[src/hw/ahbp_cfg.svh]
// Timing counts and field layout constants for the converter byte port
`ifndef AHBP_CFG_SVH
`define AHBP_CFG_SVH
`define AHBP_CLK_PERIOD_NS   4
`define AHBP_CONV12_US       30
`define AHBP_CONV8_US        25
`define AHBP_WAIT_US         30
`define AHBP_CONV12_CYC      ((`AHBP_CONV12_US*1000)/`AHBP_CLK_PERIOD_NS)
`define AHBP_CONV8_CYC       ((`AHBP_CONV8_US*1000)/`AHBP_CLK_PERIOD_NS)
`define AHBP_WAIT_CYC        ((`AHBP_WAIT_US*1000+`AHBP_CLK_PERIOD_NS-1)/`AHBP_CLK_PERIOD_NS)
`define AHBP_STROBE_NS       120
`define AHBP_STROBE_CYC      ((`AHBP_STROBE_NS+`AHBP_CLK_PERIOD_NS-1)/`AHBP_CLK_PERIOD_NS)
`define AHBP_RES_W           12
`define AHBP_SEL_W           4
`define AHBP_PIN_IDLE        10'h3f8
`define AHBP_REG_CTRL        8'h00
`define AHBP_REG_STAT        8'h04
`define AHBP_REG_DATA        8'h08
`define AHBP_REG_SEL         8'h0c
`define AHBP_CTRL_START      0
`define AHBP_CTRL_SHORT      1
`define AHBP_CTRL_POLL       2
`define AHBP_CTRL_READ_LO    3
`define AHBP_STAT_BUSY       0
`define AHBP_STAT_DONE       1
`endif

[src/hw/ahbp_pkg.sv]
// Types shared by both ends of the converter byte port
package ahbp_pkg;
  typedef enum logic [1:0] {
    AHBP_DEV_IDLE = 2'b00,
    AHBP_DEV_CONV = 2'b01
  } ahbp_dev_st_t;
  typedef enum logic [2:0] {
    AHBP_HOST_IDLE  = 3'b000,
    AHBP_HOST_CONV  = 3'b001,
    AHBP_HOST_WAIT  = 3'b010,
    AHBP_HOST_RDHI  = 3'b011,
    AHBP_HOST_RDLO  = 3'b100,
    AHBP_HOST_LATCH = 3'b101
  } ahbp_host_st_t;
endpackage

[src/hw/ahbp_if.sv]
// Pin bundle between converter and microprocessor bus end
`timescale 1ns/1ns
interface ahbp_if;
  logic        chip_sel_n;      // Decoded address, low selects
  logic        read_conv;       // High reads, low converts
  logic        byte_select_addr;
  logic        width_sel;       // High 12 bit, low byte mode
  logic        sel_latch;       // Low transparent, high hold
  logic        channel_sel_0;
  logic        channel_sel_1;
  logic        gain_sel_0;
  logic        gain_sel_1;
  logic        conv_status;     // High busy, low done
  logic [11:0] data_o;
  logic [11:0] data_oe;
  modport device (
    input  chip_sel_n, read_conv, byte_select_addr, width_sel, sel_latch,
    input  channel_sel_0, channel_sel_1, gain_sel_0, gain_sel_1,
    output conv_status, data_o, data_oe
  );
  modport host (
    output chip_sel_n, read_conv, byte_select_addr, width_sel, sel_latch,
    output channel_sel_0, channel_sel_1, gain_sel_0, gain_sel_1,
    input  conv_status, data_o, data_oe
  );
endinterface

[src/hw/ahbp_host.sv]
// Microprocessor bus end: register port driving the converter pins
`timescale 1ns/1ns
`include "ahbp_cfg.svh"
module ahbp_host #(
  parameter int WAIT_CYC   = `AHBP_WAIT_CYC,
  parameter int STROBE_CYC = `AHBP_STROBE_CYC
) (
  input  wire logic        clk_i,
  input  wire logic        rst_i,
  ahbp_if.host             pins,
  input  wire logic [7:0]  addr_i,
  input  wire logic [31:0] wdata_i,
  input  wire logic        wr_i,
  input  wire logic        rd_i,
  output logic [31:0]      rdata_o
);
  // ****************************************************************
  // Pin synchronisers
  // ****************************************************************
  logic [12:0] meta_q;
  logic [12:0] sync_q;
  always_ff @(posedge clk_i) begin
    if (rst_i) begin
      meta_q <= 13'h0000;
      sync_q <= 13'h0000;
    end else begin
      meta_q <= {pins.conv_status, pins.data_o};
      sync_q <= meta_q;
    end
  end
  wire       sts    = sync_q[12];
  wire [7:0] byte_l = sync_q[11:4];                    // High+middle lanes
  // ****************************************************************
  // Register decode
  // ****************************************************************
  wire wr_ctrl = wr_i && (addr_i == `AHBP_REG_CTRL);
  wire wr_sel  = wr_i && (addr_i == `AHBP_REG_SEL);
  ahbp_pkg::ahbp_host_st_t st_q;
  logic [15:0] cnt_q;
  logic [11:0] data_q;
  logic        done_q;
  logic        short_q;
  logic        poll_q;
  logic [3:0]  sel_q;
  logic [31:0] rdata_q;
  wire busy = (st_q != ahbp_pkg::AHBP_HOST_IDLE);
  wire [31:0] rd_mux =
    (addr_i == `AHBP_REG_STAT) ? {30'h0, done_q, busy} :
    (addr_i == `AHBP_REG_DATA) ? {20'h0, data_q} :
    (addr_i == `AHBP_REG_SEL)  ? {28'h0, sel_q} :
    (addr_i == `AHBP_REG_CTRL) ? {30'h0, poll_q, short_q} : 32'h0;
  // ****************************************************************
  // Transfer sequencer
  // ****************************************************************
  // Each pin phase is held STROBE_CYC plus sync slack of the far end
  always_ff @(posedge clk_i) begin
    if (rst_i) begin
      st_q    <= ahbp_pkg::AHBP_HOST_IDLE;
      cnt_q   <= 16'h0000;
      data_q  <= 12'h000;
      done_q  <= 1'b0;
      short_q <= 1'b0;
      poll_q  <= 1'b0;
      sel_q   <= 4'h0;
      rdata_q <= 32'h0;
    end else begin
      rdata_q <= rd_i ? rd_mux : 32'h0;
      cnt_q   <= (cnt_q == 16'h0000) ? 16'h0000 : cnt_q - 16'h0001;
      case (st_q)
        ahbp_pkg::AHBP_HOST_IDLE: begin
          if (wr_ctrl && wdata_i[`AHBP_CTRL_START]) begin
            st_q    <= ahbp_pkg::AHBP_HOST_CONV;
            short_q <= wdata_i[`AHBP_CTRL_SHORT];
            poll_q  <= wdata_i[`AHBP_CTRL_POLL];
            done_q  <= 1'b0;
            cnt_q   <= 16'(STROBE_CYC + 4);
          end else if (wr_sel) begin
            st_q  <= ahbp_pkg::AHBP_HOST_LATCH;
            sel_q <= wdata_i[3:0];
            cnt_q <= 16'(STROBE_CYC + 4);
          end
        end
        ahbp_pkg::AHBP_HOST_CONV: begin
          if (cnt_q == 16'h0000) begin
            st_q  <= ahbp_pkg::AHBP_HOST_WAIT;
            cnt_q <= 16'(WAIT_CYC);
          end
        end
        ahbp_pkg::AHBP_HOST_WAIT: begin
          // Poll status or just wait the fixed time
          if (poll_q ? (!sts && cnt_q < 16'(WAIT_CYC - 8))
                     : (cnt_q == 16'h0000)) begin
            st_q  <= ahbp_pkg::AHBP_HOST_RDHI;
            cnt_q <= 16'(STROBE_CYC + 6);
          end
        end
        ahbp_pkg::AHBP_HOST_RDHI: begin
          if (cnt_q == 16'h0000) begin
            data_q[11:4] <= byte_l;
            st_q         <= ahbp_pkg::AHBP_HOST_RDLO;
            cnt_q        <= 16'(STROBE_CYC + 6);
          end
        end
        ahbp_pkg::AHBP_HOST_RDLO: begin
          if (cnt_q == 16'h0000) begin
            data_q[3:0] <= byte_l[7:4];
            done_q      <= 1'b1;
            st_q        <= ahbp_pkg::AHBP_HOST_IDLE;
          end
        end
        ahbp_pkg::AHBP_HOST_LATCH: begin
          if (cnt_q == 16'h0000) begin
            st_q <= ahbp_pkg::AHBP_HOST_IDLE;
          end
        end
        default: st_q <= ahbp_pkg::AHBP_HOST_IDLE;
      endcase
    end
  end
  // ****************************************************************
  // Pin drive
  // ****************************************************************
  wire conv_ph = (st_q == ahbp_pkg::AHBP_HOST_CONV);
  wire rd_ph   = (st_q == ahbp_pkg::AHBP_HOST_RDHI) ||
                 (st_q == ahbp_pkg::AHBP_HOST_RDLO);
  assign pins.width_sel        = 1'b0;
  assign pins.chip_sel_n       = !(conv_ph || rd_ph);
  assign pins.read_conv        = !conv_ph;
  assign pins.byte_select_addr = conv_ph ? short_q
                     : (st_q == ahbp_pkg::AHBP_HOST_RDLO);
  // Latch closed except while a selection write is on the bus
  assign pins.sel_latch        = (st_q != ahbp_pkg::AHBP_HOST_LATCH);
  assign pins.channel_sel_0    = sel_q[3];
  assign pins.channel_sel_1    = sel_q[2];
  assign pins.gain_sel_0       = sel_q[0];
  assign pins.gain_sel_1       = sel_q[1];
  assign rdata_o               = rdata_q;
endmodule // ahbp_host

[src/flat_wrapper.sv]
// flat-port wrapper written by rule: the top's interface ports become plain ports
module ahbp_host_flat 
#(
  parameter int WAIT_CYC   = `AHBP_WAIT_CYC,
  parameter int STROBE_CYC = `AHBP_STROBE_CYC
)
  (clk_i, rst_i, addr_i, wdata_i, wr_i, rd_i, rdata_o, pins_chip_sel_n, pins_read_conv, pins_byte_select_addr, pins_width_sel, pins_sel_latch, pins_channel_sel_0, pins_channel_sel_1, pins_gain_sel_0, pins_gain_sel_1, pins_conv_status, pins_data_o, pins_data_oe);
  ahbp_if pins_i ();
  input  wire logic clk_i;
  input  wire logic rst_i;
  input  wire logic [7:0] addr_i;
  input  wire logic [31:0] wdata_i;
  input  wire logic wr_i;
  input  wire logic rd_i;
  output logic [31:0] rdata_o;
  output wire logic [$bits(pins_i.chip_sel_n)-1:0] pins_chip_sel_n;
  output wire logic [$bits(pins_i.read_conv)-1:0] pins_read_conv;
  output wire logic [$bits(pins_i.byte_select_addr)-1:0] pins_byte_select_addr;
  output wire logic [$bits(pins_i.width_sel)-1:0] pins_width_sel;
  output wire logic [$bits(pins_i.sel_latch)-1:0] pins_sel_latch;
  output wire logic [$bits(pins_i.channel_sel_0)-1:0] pins_channel_sel_0;
  output wire logic [$bits(pins_i.channel_sel_1)-1:0] pins_channel_sel_1;
  output wire logic [$bits(pins_i.gain_sel_0)-1:0] pins_gain_sel_0;
  output wire logic [$bits(pins_i.gain_sel_1)-1:0] pins_gain_sel_1;
  input wire logic [$bits(pins_i.conv_status)-1:0] pins_conv_status;
  input wire logic [$bits(pins_i.data_o)-1:0] pins_data_o;
  input wire logic [$bits(pins_i.data_oe)-1:0] pins_data_oe;
  assign pins_chip_sel_n = pins_i.chip_sel_n;
  assign pins_read_conv = pins_i.read_conv;
  assign pins_byte_select_addr = pins_i.byte_select_addr;
  assign pins_width_sel = pins_i.width_sel;
  assign pins_sel_latch = pins_i.sel_latch;
  assign pins_channel_sel_0 = pins_i.channel_sel_0;
  assign pins_channel_sel_1 = pins_i.channel_sel_1;
  assign pins_gain_sel_0 = pins_i.gain_sel_0;
  assign pins_gain_sel_1 = pins_i.gain_sel_1;
  assign pins_i.conv_status = pins_conv_status;
  assign pins_i.data_o = pins_data_o;
  assign pins_i.data_oe = pins_data_oe;
  ahbp_host #(.WAIT_CYC(WAIT_CYC), .STROBE_CYC(STROBE_CYC)) u_core (.clk_i(clk_i), .rst_i(rst_i), .pins(pins_i), .addr_i(addr_i), .wdata_i(wdata_i), .wr_i(wr_i), .rd_i(rd_i), .rdata_o(rdata_o));
endmodule
[config.mk]
export PLATFORM = sky130hd
export DESIGN_NAME = ahbp_host_flat
export DESIGN_NICKNAME = d
export VERILOG_FILES = /design/src/hw/ahbp_pkg.sv /design/src/hw/ahbp_if.sv /design/src/hw/ahbp_host.sv /design/src/flat_wrapper.sv
export VERILOG_INCLUDE_DIRS = /design/src /design/src/hw
export SDC_FILE = /design/constraint.sdc
export NUM_CORES = 1
export LEC_CHECK = 0
export BUFFER_PORTS_ARGS = -buffer_cell sky130_fd_sc_hd__buf_2
export CORE_UTILIZATION = 48
export DETAILED_ROUTE_END_ITERATION = 10
export GPL_TIMING_DRIVEN = 0
export PLACE_DENSITY = 0.79
export SYNTH_ARGS = -nofsm -noshare
export SYNTH_HDL_FRONTEND = slang
export SYNTH_SLANG_ARGS = --single-unit
[constraint.sdc]
create_clock -name clk_i -period 2.32 [get_ports clk_i]
set_input_delay 0.116 -clock clk_i [delete_from_list [all_inputs] [get_ports clk_i]]
set_output_delay 0.116 -clock clk_i [all_outputs]
set_load 0.01 [all_outputs]
== Yosys cells after proc, flatten, opt, wreduce, memory -nomap -nowiden ==
Cells that the tools add are included.
W data, S select, Z words.
Operators by class
  add/subtract/negate cells: 1
  magnitude comparators: 1
  equality and inequality tests: 16
  mux-type cells: 23
  bitwise operators: 2
  reduce and logical (&&, ||, !) cells: 24
Operator list (count)
  $mux W16: 6
  $pmux W16 S4: 1
  $mux W12: 2
  $mux W3: 6
  $eq A8 B4 Y1 const B: 2
  $logic_not A16 Y1: 1
  $lt A16 B13 Y1 const B: 1
  $sub A16 B1 Y16 const B: 1
  $pmux W3 S5: 1
  $ne A2 B1 Y1 const B: 5
  $eq A8 B3 Y1 const B: 1
  $logic_not A8 Y1: 1
  $eq A3 B2 Y1 const B: 2
  $eq A3 B3 Y1 const B: 2
  $reduce_and A2 Y1: 3
  $reduce_and A3 Y1: 2
  $reduce_and A5 Y1: 1
  $reduce_or A5 Y1: 1
  $logic_and A1 B1 Y1: 4
  $mux W1: 4
  $mux W2: 2
  $reduce_or A2 Y1: 2
  $eq A3 B1 Y1 const B: 1
  $logic_not A1 Y1: 3
  other kinds (10): 12
Word-level totals
  register bits after elaboration: 96
  input port bits: 69
  word-level logic and storage cells: 80

== Depth between registers and ports, before layout ==
Gate-level depths: netlist of the first run.
  depth in word-level cells: 5
  gate-level depth with buffers: 8
  gate-level depth less buffers: 7

== Least setup slack after synthesis of the first run ==
No wires, ideal clock.
  kind: register to register
  from: reg u_core.cnt_q[0]
  to: reg u_core.data_q[4]
  setup time: 0.128 ns
  arrival: 1.734 ns
  required time: 2.192 ns
  slack: 0.458 ns
  cell stages (with the launch flop): 8
  buffers on the path: 0
  cells stage by stage: dfxtp_1 -> inv_1 -> ha_1 -> nor4b_4 -> nand4_2 -> nor3_4 -> mux2i_1 -> nor2_1
On the way
  longest elaborated chain between the ends: 2
RTL lines
  from (decl): line ahbp_host.sv:39  | logic [15:0] cnt_q;
  from (signal assigned): line ahbp_host.sv:68  | cnt_q <= (cnt_q == 16'h0000) ? 16'h0000 : cnt_q - 16'h0001;
  from (signal assigned): line ahbp_host.sv:76  | cnt_q <= 16'(STROBE_CYC + 4);
  from (signal assigned): line ahbp_host.sv:80  | cnt_q <= 16'(STROBE_CYC + 4);
  $logic_not A16 Y1: line ahbp_host.sv:98  | if (cnt_q == 16'h0000) begin
  $reduce_and A2 Y1 (no source line)
  to (signal assigned): line ahbp_host.sv:99  | data_q[11:4] <= byte_l;
  to (decl): line ahbp_host.sv:40  | logic [11:0] data_q;
No other way between the ends.
A chain may end at the register's enable or synchronous reset.

== Final worst setup path of the first run ==
  from: reg u_core.cnt_q[0]
  to: reg u_core.cnt_q[11]
On the way
  longest elaborated chain between the ends: 5
RTL lines
  $sub A16 B1 Y16, or another cell as far along: line ahbp_host.sv:68
  $mux W16 / $logic_and A1 B1 Y1 (equally long branches): line ahbp_host.sv:68, ahbp_host.sv:91
  $mux W16 / $mux W1 (equally long branches): line ahbp_host.sv:77, ahbp_host.sv:91
  $mux W16 (on tied branches): line ahbp_host.sv:71, ahbp_host.sv:91
  $pmux W16 S4 *: line ahbp_host.sv:69  | case (st_q)
Mark *: on every way between the ends. The rest lies on a longest branch, timed or not.

==> results of run 1 <==
==> worst max-delay path: cells and delay by family (launching register included) <==
| family | cells | cell delay [ns] |
|---|---|---|
| buf+inv | 2 | 0.35 |
| simple gates | 4 | 1.04 |
| flops | 1 | 0.35 |
| fa+ha+maj | 1 | 0.30 |
==> synthesized netlist by cell type (2+ instances only) <==
| cell type | n |
|---|---|
| nor3_1 | 3 |
| inv_1 | 6 |
| dfxtp_1 | 68 |
| o2111ai_1 | 2 |
| clkbuf_1 | 9 |
| nand2_1 | 29 |
| buf_4 | 21 |
| nor3_4 | 2 |
| nand3_1 | 13 |
| nand4_1 | 3 |
| xor2_1 | 2 |
| nor3b_1 | 2 |
| a211oi_1 | 2 |
| and2_1 | 9 |
| nor4_2 | 2 |
| xnor2_1 | 8 |
| o211ai_1 | 4 |
| and4_2 | 2 |
| nor2b_1 | 21 |
| a21oi_1 | 16 |
| buf_2 | 2 |
| o21ai_0 | 4 |
| a31oi_1 | 2 |
| nor2_1 | 44 |
| mux2i_1 | 15 |
==> layout make-up <==
cell class	count	share of cell area
clock inverter	7	0.0153
timing repair buffer	51	0.0880
inverter	6	0.00639
buffer	32	0.0571
multi-input combinational	227	0.386
tap	72	0.0256
clock buffer	9	0.0351
sequential	68	0.386
==> registers in the layout (all words and copies together), names as in the netlist <==
| register | flops |
|---|---|
| u_core.done_q | 1 |
| u_core.sel_q | 4 |
| u_core.poll_q | 1 |
| u_core.data_q | 12 |
| u_core.sync_q | 9 |
| u_core.cnt_q | 16 |
| u_core.short_q | 1 |
| u_core.rdata_o | 12 |
| u_core.meta_q | 9 |
| u_core.st_q | 3 |
==> metal layers <==
metal | vias to the layer above | wire length [um] | GRT usage
met5 | - | 0 | 0
met4 | 0 | 91 | 0.0927
met1 | 1019 | 2530 | 0.233
met3 | 5 | 384 | 0.0448
met2 | 87 | 2550 | 0.311
li1 | 1187 | - | -
==> logic make-up after synthesis <==
logic type / Yosys count / synth area share
other: 1 / 0.00131
flip-flops: 68 / 0.474
AO/OA/AOI/OAI: 38 / 0.0832
AND/OR/NAND/NOR: 140 / 0.265
multiplexers: 17 / 0.0640
adder cells (fa/ha/maj): 1 / 0.00435
XOR/XNOR: 10 / 0.0305
buffers and inverters: 38 / 0.0780
==> power by group through the flow <==
stage | Combinational (W) | Clock (W) | Sequential (W)
5_1_grt | 0.000949 | 0.000919 | 0.00140
2_1_floorplan | 0.000684 | 0 | 0.00139
4_1_cts | 0.000837 | 0.000876 | 0.00138
3_3_place_gp | 0.000809 | 0 | 0.00140
6_report | 0.000837 | 0.000857 | 0.00138
3_5_place_dp | 0.000822 | 0 | 0.00141
==> what timing repair did <==
item / CTS / global route
hold buffers: 8 / 0
setup endpoints to repair: 0 / 8
buffers inserted: 0 / 1
endpoints found under the hold margin: 8 / 0
==> worst max path at each step <==
stage | start | end | slack [ns] | cells after the start
after floorplan | u_core.cnt_q[0] | u_core.data_q[4] | 0.46 | 7
after global placement | u_core.cnt_q[0] | u_core.data_q[8] | 0.21 | 7
after detailed placement | u_core.cnt_q[0] | u_core.data_q[5] | 0.13 | 7
after CTS | u_core.cnt_q[0] | u_core.data_q[5] | 0.10 | 7
after global routing | u_core.cnt_q[0] | u_core.cnt_q[11] | 0.02 | 7
final | u_core.cnt_q[0] | u_core.cnt_q[11] | 0.18 | 7
==> metrics by stage <==
step | cell area (um2) | setup slack (ns) | hold slack, ns | utilization | std cells
6_report | 3530 | 0.184 | 0.0102 | 0.625 | 472
5_1_grt | 3530 | 0.0160 | 0.00526 | 0.625 | 472
4_1_cts | 3510 | 0.104 | 0.00778 | 0.621 | 471
3_5_place_dp | 3250 | 0.127 | 0.332 | 0.576 | 447
3_3_place_gp | 3250 | 0.209 | 0.324 | 0.576 | 447
2_1_floorplan | 2950 | 0.458 | 0.244 | - | 333
==> cells in the final DEF, fill, tap and decap left out, types with 2 or more instances in the layout <==
master | synthesis | final
dfxtp_1 | 68 | 68
nor4_2 | 2 | 2
and2_1 | 9 | 9
a211oi_1 | 2 | 2
clkinv_2 | 0 | 2
nor3_4 | 2 | 2
xor2_1 | 2 | 2
a21oi_1 | 16 | 16
clkbuf_8 | 0 | 9
nor3_1 | 3 | 3
conb_1 | 1 | 21
nor3b_1 | 2 | 2
mux2i_1 | 15 | 15
and4_2 | 2 | 2
dlygate4sd3_1 | 0 | 8
nor2_1 | 44 | 44
clkbuf_1 | 9 | 9
clkinv_4 | 0 | 5
nand4_1 | 3 | 3
inv_1 | 6 | 6
nand2_1 | 29 | 29
o2111ai_1 | 2 | 2
xnor2_1 | 8 | 8
a31oi_1 | 2 | 2
buf_4 | 21 | 21
o211ai_1 | 4 | 4
buf_2 | 2 | 44
o21ai_0 | 4 | 4
nand3_1 | 13 | 13
nor2b_1 | 21 | 21
==> impl_metrics.tcl, run 1 <==
set metrics [dict create \
    path_cells "inv_1 > ha_1 > nor4b_4 > and4_2 > clkbuf_1 > nand2_1 > and3b_1" \
    skew_ns 0.00820 \
    worst-endpoint-required_ns 2.56 \
    timing.final.setup_violations 0 \
    maxCapViolCount 0 \
    yosys.area.top_type "dfxtp_1" \
    swShare 0.335 \
    fin_setup_tns_ns 0 \
    min_from "pins_data_o[10]" \
    die_w_um 79.4 \
    insertion_delay_ns 0.34 \
    fill_cells 467 \
    tightest_slew_ns 0.533 \
    grt_overflow_total 0 \
    fp.dieH_um 79.4 \
    track_usage 0.190 \
    ir_drop_v 0.000376 \
    vias 2298 \
    clk_transition_reported_paths_ns 0.08 \
    cts_made_buffers 9 \
    wl_per_cell_um 11.8 \
    critPathMaxStageDelay_ns 0.35 \
    p_leak_nw 1.53 \
    min_path_type "in -> reg" \
    drtPass1Iterations 4 \
    synth_cell_types 47 \
    cp-start-kind "register" \
    slew_headroom 0.644 \
    grt_max_degree 14 \
    rows 27 \
    power_frac_comb 0.272 \
    syn_inst 313 \
    viasPerCell 4.87 \
    synth_edf_count 0 \
    multi_input_area_mm2 0.00136 \
    final-seq-area_mm2 0.00136 \
    antenna_cells 0 \
    critical-path-slowest-cell "dfxtp_1" \
    maxSlewViolCount 0 \
    wirelength_mm 5.56 \
    drive_gt1_frac 0.235 \
    routabilityCongestion 0.827 \
    end_kind "register" \
    fin_crit_ns 2.14 \
    cts_resized 0 \
    drt_iter0_markers 144 \
    timing.final.crit_share 0.921 \
    yosysTopAreaCellShare 0.474 \
    yosys_register_bits 68 \
    synthArstFlopShare 0 \
    start_util 0.509 \
    synth_area_mm2 0.00287 \
    hpwl_mm 4.02 \
    clock-sinks 68 \
    synth_seq_area_share 0.474 \
    cts_max_level 3 \
    ios 110 \
    reg2reg_depth 7 \
    hold_path_end "u_core.meta_q[10]" \
    rsz0062_at_grt "false" \
    hold_viol 0 \
    ant_nets 0 \
    ys.flop_type "dfxtp_1" \
    reg2reg_from "u_core.cnt_q[0]" \
    power_density_mw_per_mm2 872 \
    syn_to_final_growth_pct 22.7 \
    portBuffers 42 \
    p_seq_frac 0.449 \
    critPathArrivalTime_ns 2.38 \
    yosysWarnings 0 \
    hold_path_depth 2 \
    switching_power_w 0.00103 \
    grt_pass1_wl_mm 9.05 \
    cts-root-buf "clkbuf_8" \
    p_int_w 0.00205 \
    reg2reg_slack_ns 0.18 \
    finalNetCount 465 \
    path_max_fanout 7 \
    pwr-share-clk 0.279 \
    timing.rr.end "u_core.cnt_q[11]" \
    grt_pass1_vias 2035 \
    core-area_mm2 0.00564 \
    yosys-top-cells-area "dfxtp_1, nor2_1, buf_4" \
    cts_tree "done" \
    timing.fmax_mhz 468 \
    die-area_mm2 0.00630 \
    outcome "completed" \
    antenna_found_initial 0 \
    crit_type "reg -> reg" \
    totalPowerFinal_w 0.00308 \
    post-route-drc-count 0 \
    postSynthAreaPerCell_um2 9.18 \
    clockBufferDepth 2 \
]
(Power assumes the default switching activity.)
==> inputs of run 2 (changes only) <==
--- a/config.mk
+++ b/config.mk
@@ -6,7 +6,7 @@
 export SDC_FILE = /design/constraint.sdc
 export NUM_CORES = 1
 export LEC_CHECK = 0
-export BUFFER_PORTS_ARGS = -buffer_cell sky130_fd_sc_hd__buf_2
+export BUFFER_PORTS_ARGS = -buffer_cell sky130_fd_sc_hd__clkbuf_2
 export CORE_UTILIZATION = 48
 export DETAILED_ROUTE_END_ITERATION = 10
 export GPL_TIMING_DRIVEN = 0
==> impl_metrics.tcl, run 2 (synthesis results as in run 1) <==
set metrics [dict create \
    die_w_um 79.4 \
    core-area_mm2 0.00564 \
    fill_cells 472 \
    clk_transition_reported_paths_ns 0.07 \
    reg2reg_slack_ns 0.21 \
    end_kind "register" \
    vias 2338 \
    drive_gt1_frac 0.234 \
    multi_input_area_mm2 0.00136 \
    fp.dieH_um 79.4 \
    antenna_found_initial 0 \
    cts_max_level 3 \
    p_int_w 0.00226 \
    switching_power_w 0.00101 \
    critPathLaunch "u_core.cnt_q[0]" \
    grt_pass1_vias 2117 \
    rsz0062_at_grt "false" \
    finalNetCount 466 \
    pre_cts_slack_ns 0.147 \
    critPathArrivalTime_ns 2.35 \
    outcome "completed" \
    ant_nets 0 \
    rows 27 \
    fin_crit_ns 2.11 \
    slew_headroom 0.647 \
    top_register "u_core.cnt_q" \
    clockBufferDepth 2 \
    cp-start-kind "register" \
    ir_drop_v 0.000426 \
    cts_tree "done" \
    start_util 0.509 \
    antenna_cells 0 \
    timing.final.setup_violations 0 \
    worst_slack_ns 0.206 \
    viasPerCell 4.94 \
    grt_max_degree 13 \
    layout_commonest_cell "dfxtp_1" \
    post-route-drc-count 0 \
    power_frac_comb 0.258 \
    worst-endpoint-required_ns 2.56 \
    track_usage 0.191 \
    crit_type "reg -> reg" \
    drtPass1Iterations 4 \
    hpwl_mm 4.11 \
    largest_register_ffs 16 \
    placed_cell_area_mm2 0.00325 \
    fin_setup_tns_ns 0 \
    cts_made_buffers 9 \
    timing.fmax_mhz 473 \
    syn_to_final_growth_pct 23.9 \
    layout_common_cells "dfxtp_1, nor2_1, clkbuf_2" \
    path_max_fanout 7 \
    pwr-share-clk 0.319 \
    grt_overflow_total 0 \
    swShare 0.310 \
    insertion_delay_ns 0.34 \
    min_from "pins_data_o[10]" \
    drt_iter0_markers 126 \
    stdcell_area_mm2 0.00356 \
    p_seq_frac 0.423 \
    wl_per_cell_um 12.0 \
    min_path_type "in -> reg" \
    reg2reg_from "u_core.cnt_q[0]" \
    portBuffers 42 \
    tightest_slew_ns 0.528 \
    die-area_mm2 0.00630 \
    grt_pass1_wl_mm 9.10 \
    maxSlewViolCount 0 \
    hold_viol 0 \
    timing.final.crit_share 0.911 \
    cts-root-buf "clkbuf_8" \
    final-seq-area_mm2 0.00136 \
    power_density_mw_per_mm2 919 \
    p_leak_nw 1.53 \
    ios 110 \
    wirelength_mm 5.67 \
    routabilityCongestion 0.824 \
    skew_ns 0.0104 \
    clock-sinks 68 \
    maxCapViolCount 0 \
]
-- run 2: cell count changes in the layout (fill, tap and decap cells not counted) --
cell	previous run	this run
clkbuf_2	0	42
buf_2	44	2
bufinv_16	0	2
buf_12	1	0
clkbuf_1	9	10
clkinv_2	2	1
buf_4	21	23
clkinvlp_4	0	2
clkinv_4	5	1
-- run 2: layer usage --
layer / share of wire / GRT usage / vias to the layer above
met5: 0 / 0 / -
met4: 0.026 / 0.109 / 0
met3: 0.068 / 0.0402 / 14
met2: 0.48 / 0.318 / 91
met1: 0.43 / 0.226 / 1049
li1: - / - / 1184
-- run 2: layout make-up --
type | count | area share
Clock inverter | 6 | 0.0250
Timing Repair Buffer | 52 | 0.0858
Tap cell | 72 | 0.0253
Multi-Input combinational cell | 227 | 0.383
Clock buffer | 10 | 0.0359
Sequential cell | 68 | 0.382
Buffer | 32 | 0.0566
Inverter | 6 | 0.00633
-- run 2: worst max-delay path, stage by stage, from the launching register on --
cell and delay [ns]:
dfxtp_1 0.34, inv_1 0.07, ha_1 0.30, nor4b_4 0.34, and4_2 0.26, clkbuf_1 0.27
nand2_1 0.23, and3b_1 0.22
-- run 2: final timing paths --
| check | endpoint | cells after the start |
|---|---|---|
| worst max register to register | u_core.cnt_q[11] | 7 |
| worst min-delay path | u_core.meta_q[10] | 2 |
| worst min register to register | u_core.sync_q[5] | 1 |
| worst max-delay path | u_core.cnt_q[11] | 7 |
-- run 2: repair_timing --
action | CTS | global route
gates resized for setup | 0 | 0
hold endpoints to repair | 8 | 0
hold buffers | 8 | 0
setup endpoints to repair | 0 | 8
setup buffers | 0 | 2
-- run 2: per-stage QoR --
stage               utilization  power, W  hold WS, ns  std cells
floorplan                     -   0.00207        0.244        333
global placement          0.576   0.00221        0.324        447
detailed placement        0.576   0.00223        0.330        447
CTS                       0.628   0.00329       0.0166        471
global route              0.631   0.00347      0.00954        473
finish                    0.631   0.00327       0.0105        473
-- run 2: power by group through the flow --
| stage | clock network [W] | logic, W | registers, W |
|---|---|---|---|
| 2_1_floorplan | 0 | 0.000684 | 0.00139 |
| 3_3_place_gp | 0 | 0.000809 | 0.00140 |
| 3_5_place_dp | 0 | 0.000824 | 0.00141 |
| 4_1_cts | 0.00106 | 0.000843 | 0.00138 |
| 5_1_grt | 0.00112 | 0.000950 | 0.00140 |
| 6_report | 0.00105 | 0.000844 | 0.00138 |
